## config.mk

```make
export PLATFORM = sky130hd
export DESIGN_NAME = usc_ctrl
export DESIGN_NICKNAME = d
export VERILOG_FILES = /design/src/usc_pkg.sv /design/src/usc_ctrl.sv
export SDC_FILE = /design/constraint.sdc
export NUM_CORES = 1
export LEC_CHECK = 0
export ABC_AREA = 1
export BUFFER_PORTS_ARGS = -buffer_cell sky130_fd_sc_hd__buf_2
export CAP_MARGIN = 10
export CORE_MARGIN = 1
export CORE_UTILIZATION = 50
export CTS_CLUSTER_SIZE = 20
export DETAILED_ROUTE_END_ITERATION = 8
export PLACE_DENSITY_LB_ADDON = 0.3
export SLEW_MARGIN = 20
export SYNTH_ARGS = -nofsm -noshare
export SYNTH_HDL_FRONTEND = slang
export SYNTH_SLANG_ARGS = --single-unit
```

## constraint.sdc

```tcl
create_clock -name clk -period 7.8 [get_ports clk]
set_clock_uncertainty 0.1 [all_clocks]
set_input_delay 0.78 -clock clk [delete_from_list [all_inputs] [get_ports clk]]
set_output_delay 0.78 -clock clk [all_outputs]
set_load 0.05 [all_outputs]
```

## src/usc_pkg.sv

```systemverilog
// Package for the serial channel status, interrupt and FIFO control block.
// Assumes a single clock domain and a byte-wide register port.
// Overview of operation
// - Ident nibble encodes pending cause codes.
// - Only highest-priority pending cause reported.
// - Data cause until FIFO below trigger.
// - Timeout after four idle character times.
// - Holding-empty cause cleared by ident read or data write.
// - Ident bits 5:4 zero, 7:6 show FIFO mode.
// - FIFO enable bit; toggling empties both FIFOs.
// - Clear bits empty one FIFO each.
// - Trigger select 1/4/8/14; control write-only.
// - Control bits 0/1 enable receiver/driver, low pins.
// - Control bit 3 gates interrupt request.
// - Loopback holds output mark, loops data.
// - Loopback keeps causes internal, no request.
// - Status bit 4 mirrors driver enable in loopback.
// - Error-bit set deferred during status read; overrun event dropped.
// - Data ready set on receive, cleared when empty.
// - Overrun on unread buffer or full FIFO.
// - Parity/framing flags travel with characters.
// - Break loads one zero character with flag.
// - Holding-empty set on empty, cleared on write.
// - Transmitter idle only when all empty.
// - FIFO error bit while flagged characters remain.
// - Line errors raise first cause; reset 0x60.
// - Four enable bits gate the five causes.
package usc_pkg;
  localparam logic [2:0] ADDR_DATA   = 3'h0;
  localparam logic [2:0] ADDR_IE     = 3'h1;
  localparam logic [2:0] ADDR_IDENT  = 3'h2;
  localparam logic [2:0] ADDR_XCTL   = 3'h4;
  localparam logic [2:0] ADDR_LSTAT  = 3'h5;
  localparam logic [2:0] ADDR_HSTAT  = 3'h6;
  localparam logic [7:0] LSTAT_RESET = 8'h60;
  localparam logic [7:0] IDENT_RESET = 8'h01;
  localparam logic [3:0] ID_NONE     = 4'h1;
  localparam logic [3:0] ID_LINE     = 4'h6;
  localparam logic [3:0] ID_DATA     = 4'h4;
  localparam logic [3:0] ID_TMO      = 4'hc;
  localparam logic [3:0] ID_HOLDING_EMPTY_FLAG     = 4'h2;
  localparam logic [3:0] ID_HS       = 4'h0;
  localparam int         FC_EN = 0, FC_RCLR = 1, FC_TCLR = 2, FC_TRIG = 6;
  localparam int         XC_RXEN = 0, XC_TXEN = 1, XC_IRQ = 3, XC_LOOP = 4;
  localparam logic [4:0] TRIG_1 = 5'h01, TRIG_4 = 5'h04, TRIG_8 = 5'h08, TRIG_14 = 5'h0e;
  localparam int         TMO_CHARS   = 4;
  localparam int         BITS_PER_CH = 10;
endpackage

```

## src/usc_ctrl.sv

```systemverilog
// Status, interrupt identification, FIFO control and transceiver control of one channel.
// Assumes a serial engine on clk that reports receive/transmit events as one-cycle pulses.
`timescale 1ns/100ps
module usc_ctrl #(
  parameter int DEPTH    = 16,
  parameter int BIT_CLKS = 2170
) (
  // Clock and reset.
  input  wire logic       clk,
  input  wire logic       rst_n,
  // Register port.
  input  wire logic [2:0] addr,
  input  wire logic [7:0] wdata,
  input  wire logic       wr,
  input  wire logic       rd,
  output logic      [7:0] rdata,
  // Serial engine, receive side.
  input  wire logic       rx_char_valid,
  input  wire logic [7:0] rx_char,
  input  wire logic       rx_parity_err,
  input  wire logic       rx_framing_err,
  input  wire logic       rx_break,
  // Serial engine, transmit side.
  output logic            tx_char_valid,
  output logic      [7:0] tx_char,
  input  wire logic       tx_shift_busy,
  input  wire logic       tx_shift_out,
  output logic            rx_shift_in,
  // Pins.
  input  wire logic       line_rx_pin,
  output logic            line_tx_pin,
  output logic            rx_enable_n,
  output logic            tx_enable_n,
  output logic            irq_n
);
  import usc_pkg::*;
  localparam int AW = $clog2(DEPTH);
  localparam int TMO_CLKS = TMO_CHARS * BITS_PER_CH * BIT_CLKS;

  logic [7:0] ie, xctl, lstat;
  logic       fifo_en, rd_q, head_posted;
  logic [1:0] trig_sel;
  logic [7:0] rx_mem [DEPTH];
  logic [2:0] rx_flg [DEPTH];
  logic [7:0] tx_mem [DEPTH];
  logic [AW-1:0] rx_wp, rx_rp, tx_wp, tx_rp;
  logic [AW:0]   rx_cnt, tx_cnt, err_cnt;
  logic       holding_empty_flag_pend, tmo_pend, rx_sync1, rx_sync2;
  logic [31:0] tmo_ctr;
  logic [4:0] trig;
  logic [3:0] ident;
  logic       hs_delta;

  // Command decode used by several processes.
  wire w_data  = wr && addr == ADDR_DATA;
  wire w_fc    = wr && addr == ADDR_IDENT;
  wire r_data  = rd && addr == ADDR_DATA;
  wire r_ident = rd && addr == ADDR_IDENT;
  wire r_lstat = rd && addr == ADDR_LSTAT;
  wire r_hstat = rd && addr == ADDR_HSTAT;
  wire loop    = xctl[XC_LOOP];
  wire [AW:0] cap = fifo_en ? (AW+1)'(DEPTH) : (AW+1)'(1);
  wire rx_full = rx_cnt >= cap;
  wire rx_pop  = r_data && rx_cnt != '0;
  wire rx_push = rx_char_valid && !rx_full;
  wire tx_full = tx_cnt >= cap;
  wire tx_push = w_data && !tx_full;
  // A hand-off in flight has not yet raised busy, so it blocks a second pop.
  wire tx_pop  = tx_cnt != '0 && !tx_shift_busy && !tx_char_valid;
  wire fc_rclr = w_fc && wdata[FC_EN] && wdata[FC_RCLR];
  wire fc_tclr = w_fc && wdata[FC_EN] && wdata[FC_TCLR];
  wire mode_chg = w_fc && (wdata[FC_EN] != fifo_en);
  wire rx_flush = fc_rclr || mode_chg;
  wire tx_flush = fc_tclr || mode_chg;
  wire [2:0] head_flg = rx_flg[rx_rp];
  wire [2:0] in_flg = {rx_break, rx_framing_err, rx_parity_err & ~rx_break};
  wire in_bad = |in_flg;
  wire head_bad = rx_cnt != '0 && |head_flg;

  // Trigger level lookup.
  function automatic logic [4:0] trig_of(input logic [1:0] s);
    case (s)
      2'b00: trig_of = TRIG_1;
      2'b01: trig_of = TRIG_4;
      2'b10: trig_of = TRIG_8;
      default: trig_of = TRIG_14;
    endcase
  endfunction
  assign trig = fifo_en ? trig_of(trig_sel) : TRIG_1;

  // FIFO control register; write-only, fields take effect only with bit 0 set.
  always_ff @(posedge clk) begin
    if (!rst_n) begin
      fifo_en  <= 1'b0;
      trig_sel <= 2'b00;
    end else if (w_fc) begin
      fifo_en <= wdata[FC_EN];
      if (wdata[FC_EN]) begin
        trig_sel <= wdata[FC_TRIG +: 2];
      end
    end
  end

  // Interrupt enable and transceiver control registers.
  always_ff @(posedge clk) begin
    if (!rst_n) begin
      ie   <= 8'h00;
      xctl <= 8'h00;
    end else if (wr) begin
      if (addr == ADDR_IE) begin
        ie <= {4'h0, wdata[3:0]};
      end
      if (addr == ADDR_XCTL) begin
        xctl <= {3'h0, wdata[4:0]};
      end
    end
  end

  // Receive FIFO with per-entry error flags; a full FIFO drops the new character.
  always_ff @(posedge clk) begin
    if (!rst_n || rx_flush) begin
      rx_wp   <= '0;
      rx_rp   <= '0;
      rx_cnt  <= '0;
      err_cnt <= '0;
    end else begin
      if (rx_push) begin
        rx_mem[rx_wp] <= rx_break ? 8'h00 : rx_char;
        rx_flg[rx_wp] <= in_flg;
        rx_wp <= AW'(rx_wp + 1'b1);
      end
      if (rx_pop) begin
        rx_rp <= AW'(rx_rp + 1'b1);
      end
      rx_cnt <= rx_cnt + (AW+1)'(rx_push) - (AW+1)'(rx_pop);
      err_cnt <= err_cnt + (AW+1)'(rx_push && in_bad)
                         - (AW+1)'(rx_pop && |head_flg);
    end
  end

  // Transmit FIFO, drained into the shift engine whenever it is idle.
  always_ff @(posedge clk) begin
    if (!rst_n || tx_flush) begin
      tx_wp  <= '0;
      tx_rp  <= '0;
      tx_cnt <= '0;
    end else begin
      if (tx_push) begin
        tx_mem[tx_wp] <= wdata;
        tx_wp <= AW'(tx_wp + 1'b1);
      end
      if (tx_pop) begin
        tx_rp <= AW'(tx_rp + 1'b1);
      end
      tx_cnt <= tx_cnt + (AW+1)'(tx_push) - (AW+1)'(tx_pop);
    end
  end

  // Hand-off to the shift engine; the flush never touches the shifter.
  always_ff @(posedge clk) begin
    if (!rst_n) begin
      tx_char_valid <= 1'b0;
      tx_char       <= 8'h00;
    end else begin
      tx_char_valid <= tx_pop && !tx_flush;
      tx_char       <= tx_mem[tx_rp];
    end
  end

  // A status read stretches over the strobe cycle; its trailing edge is the cycle after.
  always_ff @(posedge clk) begin
    if (!rst_n) begin
      rd_q <= 1'b0;
    end else begin
      rd_q <= r_lstat || r_hstat;
    end
  end

  // Head flags post once per head character, so a status read really clears them.
  always_ff @(posedge clk) begin
    if (!rst_n || rx_flush || rx_pop) begin
      head_posted <= 1'b0;
    end else if (rx_cnt != '0 && !rd_q && !r_lstat) begin
      head_posted <= 1'b1;
    end
  end

  // Line status sticky error bits and holding-empty.
  always_ff @(posedge clk) begin
    if (!rst_n) begin
      lstat <= LSTAT_RESET;
    end else begin
      // Overrun: a new event during the read clears at the trailing edge instead.
      if (r_lstat) begin
        lstat[1] <= 1'b0;
      end else if (rx_char_valid && rx_full) begin
        lstat[1] <= !rd_q;
      end
      // Errors of the head character; plain mode keeps them sticky until read.
      if (r_lstat) begin
        lstat[4:2] <= 3'b000;
      end else if (!rd_q && !head_posted) begin
        lstat[4:2] <= lstat[4:2] | (head_bad ? head_flg : 3'b000);
      end
      if (w_data || tx_push) begin
        lstat[5] <= 1'b0;
      end else if (tx_cnt == '0 || tx_flush) begin
        lstat[5] <= 1'b1;
      end
    end
  end

  // Holding-empty cause: raised on empty edge, dropped by ident read or data write.
  always_ff @(posedge clk) begin
    if (!rst_n) begin
      holding_empty_flag_pend <= 1'b1;
    end else if (w_data) begin
      holding_empty_flag_pend <= 1'b0;
    end else if (tx_cnt != '0 && tx_pop && tx_cnt == (AW+1)'(1)) begin
      holding_empty_flag_pend <= 1'b1;
    end else if (r_ident && ident == ID_HOLDING_EMPTY_FLAG) begin
      holding_empty_flag_pend <= 1'b0;
    end
  end

  // Character timeout: four idle character times with data held.
  always_ff @(posedge clk) begin
    if (!rst_n || rx_push || rx_pop || rx_cnt == '0 || !fifo_en) begin
      tmo_ctr  <= '0;
      tmo_pend <= 1'b0;
    end else if (tmo_ctr >= 32'(TMO_CLKS - 1)) begin
      tmo_pend <= 1'b1;
    end else begin
      tmo_ctr <= tmo_ctr + 32'h1;
    end
  end

  // Handshake delta: no modem inputs exist, so nothing sets it; a handshake status read only clears it.
  always_ff @(posedge clk) begin
    if (!rst_n) begin
      hs_delta <= 1'b0;
    end else if (r_hstat) begin
      hs_delta <= 1'b0;
    end
  end

  // Cause priority: line, data/timeout, holding empty, handshake.
  wire c_line = ie[2] && (lstat[1] || |lstat[4:2]);
  wire c_data = ie[0] && rx_cnt != '0 && 32'(rx_cnt) >= 32'(trig);
  wire c_tmo  = ie[0] && tmo_pend;
  wire c_holding_empty_flag = ie[1] && holding_empty_flag_pend && lstat[5];
  wire c_hs   = ie[3] && hs_delta;
  always_comb begin
    if (c_line)      ident = ID_LINE;
    else if (c_data) ident = ID_DATA;
    else if (c_tmo)  ident = ID_TMO;
    else if (c_holding_empty_flag) ident = ID_HOLDING_EMPTY_FLAG;
    else if (c_hs)   ident = ID_HS;
    else             ident = ID_NONE;
  end

  // Read data mux; all reads register into the cycle after the strobe.
  always_ff @(posedge clk) begin
    if (!rst_n) begin
      rdata <= 8'h00;
    end else if (rd) begin
      case (addr)
        ADDR_DATA:  rdata <= rx_mem[rx_rp];
        ADDR_IE:    rdata <= ie;
        ADDR_IDENT: rdata <= {{2{fifo_en}}, 2'b00, ident};
        ADDR_XCTL:  rdata <= xctl;
        ADDR_LSTAT: rdata <= {fifo_en && err_cnt != '0,
                              tx_cnt == '0 && !tx_shift_busy && !tx_char_valid,
                              lstat[5:1], rx_cnt != '0};
        ADDR_HSTAT: rdata <= {3'b000, loop && xctl[XC_TXEN], 3'b000, hs_delta};
        default:    rdata <= 8'h00;
      endcase
    end else begin
      rdata <= 8'h00;
    end
  end

  // Line input synchroniser; loopback disconnects it and feeds the shifter.
  always_ff @(posedge clk) begin
    if (!rst_n) begin
      rx_sync1 <= 1'b1;
      rx_sync2 <= 1'b1;
    end else begin
      rx_sync1 <= line_rx_pin;
      rx_sync2 <= rx_sync1;
    end
  end

  // Pins are registered; loopback forces them inactive and mark.
  always_ff @(posedge clk) begin
    if (!rst_n) begin
      line_tx_pin <= 1'b1;
      rx_enable_n <= 1'b1;
      tx_enable_n <= 1'b1;
      irq_n       <= 1'b1;
      rx_shift_in <= 1'b1;
    end else begin
      line_tx_pin <= loop ? 1'b1 : tx_shift_out;
      rx_shift_in <= loop ? tx_shift_out : rx_sync2;
      rx_enable_n <= !(xctl[XC_RXEN] && !loop);
      tx_enable_n <= !(xctl[XC_TXEN] && !loop);
      irq_n       <= !(xctl[XC_IRQ] && !loop && ident != ID_NONE);
    end
  end

endmodule // usc_ctrl

```

==> flow_results.xml <==
<?xml version="1.0" encoding="UTF-8"?>
<metrics>
  <group name="run_status">
    <metric name="outcome" unit="">completed</metric>
  </group>
  <group name="timing">
    <metric name="max_clock_freq" unit="MHz">244</metric>
    <metric name="worst-slew-pin-transition" unit="ps">1120</metric>
    <metric name="layout_worst_path_cycle_share" unit="%">52.5</metric>
    <metric name="fin_ws" unit="ps">3700</metric>
    <metric name="worst_slew_margin_relative_to_its_limit" unit="%">24.8</metric>
    <metric name="grt_setup_unrepaired" unit="">false</metric>
    <metric name="holdWs" unit="ps">304</metric>
    <metric name="finalSetupTns" unit="ps">0</metric>
    <metric name="finalMaxSlewViolations" unit="">0</metric>
    <metric name="hold_violations" unit="">0</metric>
    <metric name="setup-violations-final" unit="">0</metric>
    <metric name="finalCriticalPeriod" unit="ps">4100</metric>
  </group>
  <group name="worst_setup_path">
    <metric name="timing.setup.critical_path_class" unit="">reg2reg</metric>
    <metric name="worst-r2r-cell-count" unit="">19</metric>
    <metric name="cell_with_the_largest_stage_delay_on_the_worst_path" unit="">buf_4</metric>
    <metric name="worst-endpoint-required" unit="ps">8140</metric>
    <metric name="crit_chain" unit="">buf_4 -&gt; inv_2 -&gt; nor2_1 -&gt; nor2_1 -&gt; o21ai_0 -&gt; nand3_1 -&gt; nand3_1 -&gt; nand2_1 -&gt; inv_1 -&gt; a21oi_1 -&gt; ha_1 -&gt; inv_1 -&gt; ha_1 -&gt; fa_1 -&gt; nand2_1 -&gt; a21oi_1 -&gt; nor2_1 -&gt; or2_2 -&gt; a21oi_1</metric>
    <metric name="crit_path_end_kind" unit="">register</metric>
    <metric name="worst_setup_path_start_kind" unit="">register</metric>
    <metric name="maximum_cell_stage_delay_along_the_critical_path" unit="ps">690</metric>
    <metric name="critical_path_depth" unit="">19</metric>
    <metric name="ff2ff_setup_slack" unit="ps">3700</metric>
    <metric name="timing.critical_path.arrival" unit="ps">4440</metric>
    <metric name="critPathBufInv" unit="">4</metric>
    <metric name="r2r_end" unit="">err_cnt[4]</metric>
    <metric name="worst_path_dominant_cell_family" unit="">buffers and inverters</metric>
    <metric name="worstSetupEndpoint" unit="">err_cnt[4]</metric>
    <metric name="critPathMaxFanout" unit="">94</metric>
  </group>
  <group name="synth">
    <metric name="synth_async_reset_ratio" unit="%">0</metric>
    <metric name="syn-cell-area" unit="mm²">0.0177</metric>
    <metric name="postSynthCellCount" unit="">1655</metric>
    <metric name="synth-seq-area-share" unit="%">64.2</metric>
    <metric name="synth_compound_area_share" unit="%">10.6</metric>
    <metric name="synth_top_family_by_area" unit="">simple AND/OR/NAND/NOR gates</metric>
    <metric name="ys.warnings.count" unit="">0</metric>
    <metric name="synth.area.mux_share" unit="%">0</metric>
    <metric name="postSynthRegisterBits" unit="">416</metric>
    <metric name="postSynth.topFlopCell" unit="">edfxtp_1</metric>
    <metric name="fraction_of_the_mapped_netlist_area_in_adder_cells" unit="%">3.24</metric>
    <metric name="netlist.area_leader.share" unit="%">51.6</metric>
    <metric name="most_area_hungry_cell_type_in_the_yosys_netlist" unit="">edfxtp_1</metric>
    <metric name="post_synth.cell_area_avg" unit="µm²">10.7</metric>
    <metric name="postSynthNetCount" unit="">1729</metric>
    <metric name="basic_gate_share_of_the_synthesized_area_counting_and_or_nand_and_nor_cells" unit="%">15.6</metric>
    <metric name="post_synthesis_share_of_cell_area_spent_on_xor_and_xnor_gates" unit="%">0.990</metric>
    <metric name="top_area_cells_in_the_synthesized_netlist" unit="">edfxtp_1 52%, dfxtp_1 13%, nor2_1 6.8%</metric>
    <metric name="synth_cell_type_count" unit="">48</metric>
    <metric name="synth_enable_flop_cells" unit="">304</metric>
  </group>
  <group name="placement">
    <metric name="place_worst_setup_slack" unit="ps">3830</metric>
    <metric name="placed_cells" unit="">2108</metric>
    <metric name="numPortBuffers" unit="">51</metric>
    <metric name="final_weighted_congestion_in_routability_driven_placement" unit="">0.887</metric>
    <metric name="place_area" unit="mm²">0.0182</metric>
    <metric name="dp_hpwl" unit="µm">24300</metric>
  </group>
  <group name="cells_and_area">
    <metric name="flow.area_growth_from_synthesis" unit="%">11.2</metric>
    <metric name="final_cell_area" unit="mm²">0.0197</metric>
    <metric name="finish.cell_count_without_fillers" unit="">2186</metric>
    <metric name="final_common_cell" unit="">nor2_1</metric>
    <metric name="mostFrequentLayoutCells" unit="">309 x nor2_1, 304 x edfxtp_1, 172 x nand2_1, 129 x o21ai_0, 119 x inv_1</metric>
    <metric name="layout-drive-gt1-share" unit="%">11.5</metric>
    <metric name="n_antenna_cell" unit="">0</metric>
    <metric name="layout.nets" unit="">1772</metric>
    <metric name="finish.utilization" unit="%">56.7</metric>
    <metric name="num-fill-cells" unit="">2912</metric>
  </group>
  <group name="worst_hold_path">
    <metric name="hold_path_depth" unit="">1</metric>
    <metric name="worstHoldPathType" unit="">reg2reg</metric>
  </group>
  <group name="global_route">
    <metric name="number_of_antenna_violations_at_the_first_check_in_global_routing" unit="">0</metric>
    <metric name="globalRouteMet1Util" unit="%">29.8</metric>
    <metric name="grt.met3_usage" unit="%">3.73</metric>
    <metric name="grt_overflow" unit="">0</metric>
    <metric name="grt.busiest_layer" unit="">met2</metric>
    <metric name="grt_pass1_vias" unit="">11400</metric>
    <metric name="grt_pass1_wl" unit="µm">61900</metric>
    <metric name="grt_start_max_net_pins" unit="">95</metric>
    <metric name="met2_grt_util" unit="%">36.9</metric>
    <metric name="global_route.usage.total" unit="%">22.1</metric>
  </group>
  <group name="clock_network">
    <metric name="cts.clk_slew.worst_paths" unit="ps">60</metric>
    <metric name="holdBufCountCts" unit="">0</metric>
    <metric name="cts_tree" unit="">yes</metric>
    <metric name="worstSkewPairLatency" unit="ps">560</metric>
    <metric name="cts_sinks" unit="">416</metric>
    <metric name="cts_inserted_buffers" unit="">43</metric>
    <metric name="clock-root-buffer" unit="">clkbuf_16</metric>
    <metric name="postCtsSetupRepairBufs" unit="">0</metric>
    <metric name="max-clock-path-buffers" unit="">3</metric>
    <metric name="post_cts_resize_count" unit="">0</metric>
    <metric name="htree_levels" unit="">2</metric>
  </group>
  <group name="routing">
    <metric name="routedWlPerCell" unit="µm">18.0</metric>
    <metric name="drt_wl_total" unit="µm">39400</metric>
    <metric name="vias_per_cell" unit="">5.51</metric>
    <metric name="drtAntennaViolNets" unit="">0</metric>
    <metric name="route.detailed.drc" unit="">0</metric>
    <metric name="vias" unit="">12000</metric>
    <metric name="drt_iter0_drc" unit="">1088</metric>
    <metric name="firstDrtPassIters" unit="">5</metric>
  </group>
  <group name="floorplan">
    <metric name="fp.dieH" unit="µm">190</metric>
    <metric name="ios" unit="">52</metric>
    <metric name="die-area" unit="mm²">0.0362</metric>
    <metric name="core_area" unit="mm²">0.0347</metric>
    <metric name="die-width" unit="µm">190</metric>
    <metric name="rows" unit="">68</metric>
    <metric name="initial_utilization" unit="%">51.0</metric>
  </group>
  <group name="pwr">
    <metric name="p_per_area" unit="mW/mm²">277</metric>
    <metric name="power" unit="mW">5.46</metric>
    <metric name="p_leak" unit="nW">7.09</metric>
    <metric name="max-vdd-ir-drop" unit="V">0.000250</metric>
  </group>
  <group name="flow_run">
    <metric name="max-cap-violations" unit="">0</metric>
  </group>
</metrics>
[sequential cells by signal, summed over array words and instances, names as in the netlist, 8 cells and up, named ones only]
name / cells
rdata: 8
rx_flg: 48
rx_mem: 128
tmo_ctr: 32
tx_char: 8
tx_mem: 128
[synthesized netlist by cell type, types with 2 or more instances]
master / instances
and3_1: 2
clkbuf_1: 27
buf_4: 11
xor2_1: 12
a21oi_1: 72
nand3_2: 5
nand2_1: 172
nor3b_1: 3
o211ai_1: 35
xnor2_1: 8
buf_6: 14
inv_2: 6
o21ai_1: 39
nand4_1: 8
or2_2: 8
o221ai_1: 20
nor3_1: 4
dfxtp_1: 112
o22ai_1: 13
nand3_1: 108
clkinv_1: 2
a21oi_2: 9
fa_1: 3
ha_1: 41
clkinv_2: 2
nor2_1: 319
buf_2: 16
nand2_2: 4
o21ai_0: 129
nand2_4: 6
nor2_4: 3
a31oi_1: 2
edfxtp_1: 304
nand3b_1: 2
inv_1: 120
buf_1: 2
[report_power, final]
part | switching (mW) | leakage, nW | internal (mW)
Clock | 0.840 | 0.701 | 1.23
Sequential | 0.0445 | 3.67 | 2.46
Combinational | 0.598 | 2.72 | 0.285
[routing by layer]
| metal | part of all wire [%] | vias up |
|---|---|---|
| li1 | - | 5814 |
| met1 | 44 | 5810 |
| met2 | 48 | 356 |
| met3 | 5.7 | 60 |
| met4 | 2.0 | 0 |
| met5 | 0 | - |
[how the worst min path moves through the flow]
stage | start | to
3_5_place_dp | xctl[1] | tx_enable_n
5_1_grt | xctl[1] | tx_enable_n
2_1_floorplan | xctl[1] | tx_enable_n
4_1_cts | tx_shift_out | line_tx_pin
3_3_place_gp | xctl[1] | tx_enable_n
6_report | xctl[1] | tx_enable_n
[worst reg2reg max path, delay by kind of cell (launching register included)]
family                     cells  cell delay, ps
AOI/OAI and AO/OA              4             320
adders and majority gates      3             890
buffers and inverters          4            1320
and+or+nand+nor                8            1040
DFF                            1             310
[area by class of cell]
cell class                      count  area, µm²  area share, %
Clock inverter                     21        209           1.06
Clock buffer                       57       1220           6.20
Tap cell                          455        569           2.89
Sequential cell                   416      11400           57.8
Inverter                          131        497           2.52
Multi-Input combinational cell   1037       5420           27.5
Timing Repair Buffer               69        390           1.98
[logic make-up after synthesis]
kind of cell / after synthesis
AO/OA/AOI/OAI: 326
XOR/XNOR: 20
adder cells (fa/ha/maj): 44
buffers and inverters: 202
flip-flops: 416
AND/OR/NAND/NOR: 647
(Power assumes the default switching activity.)
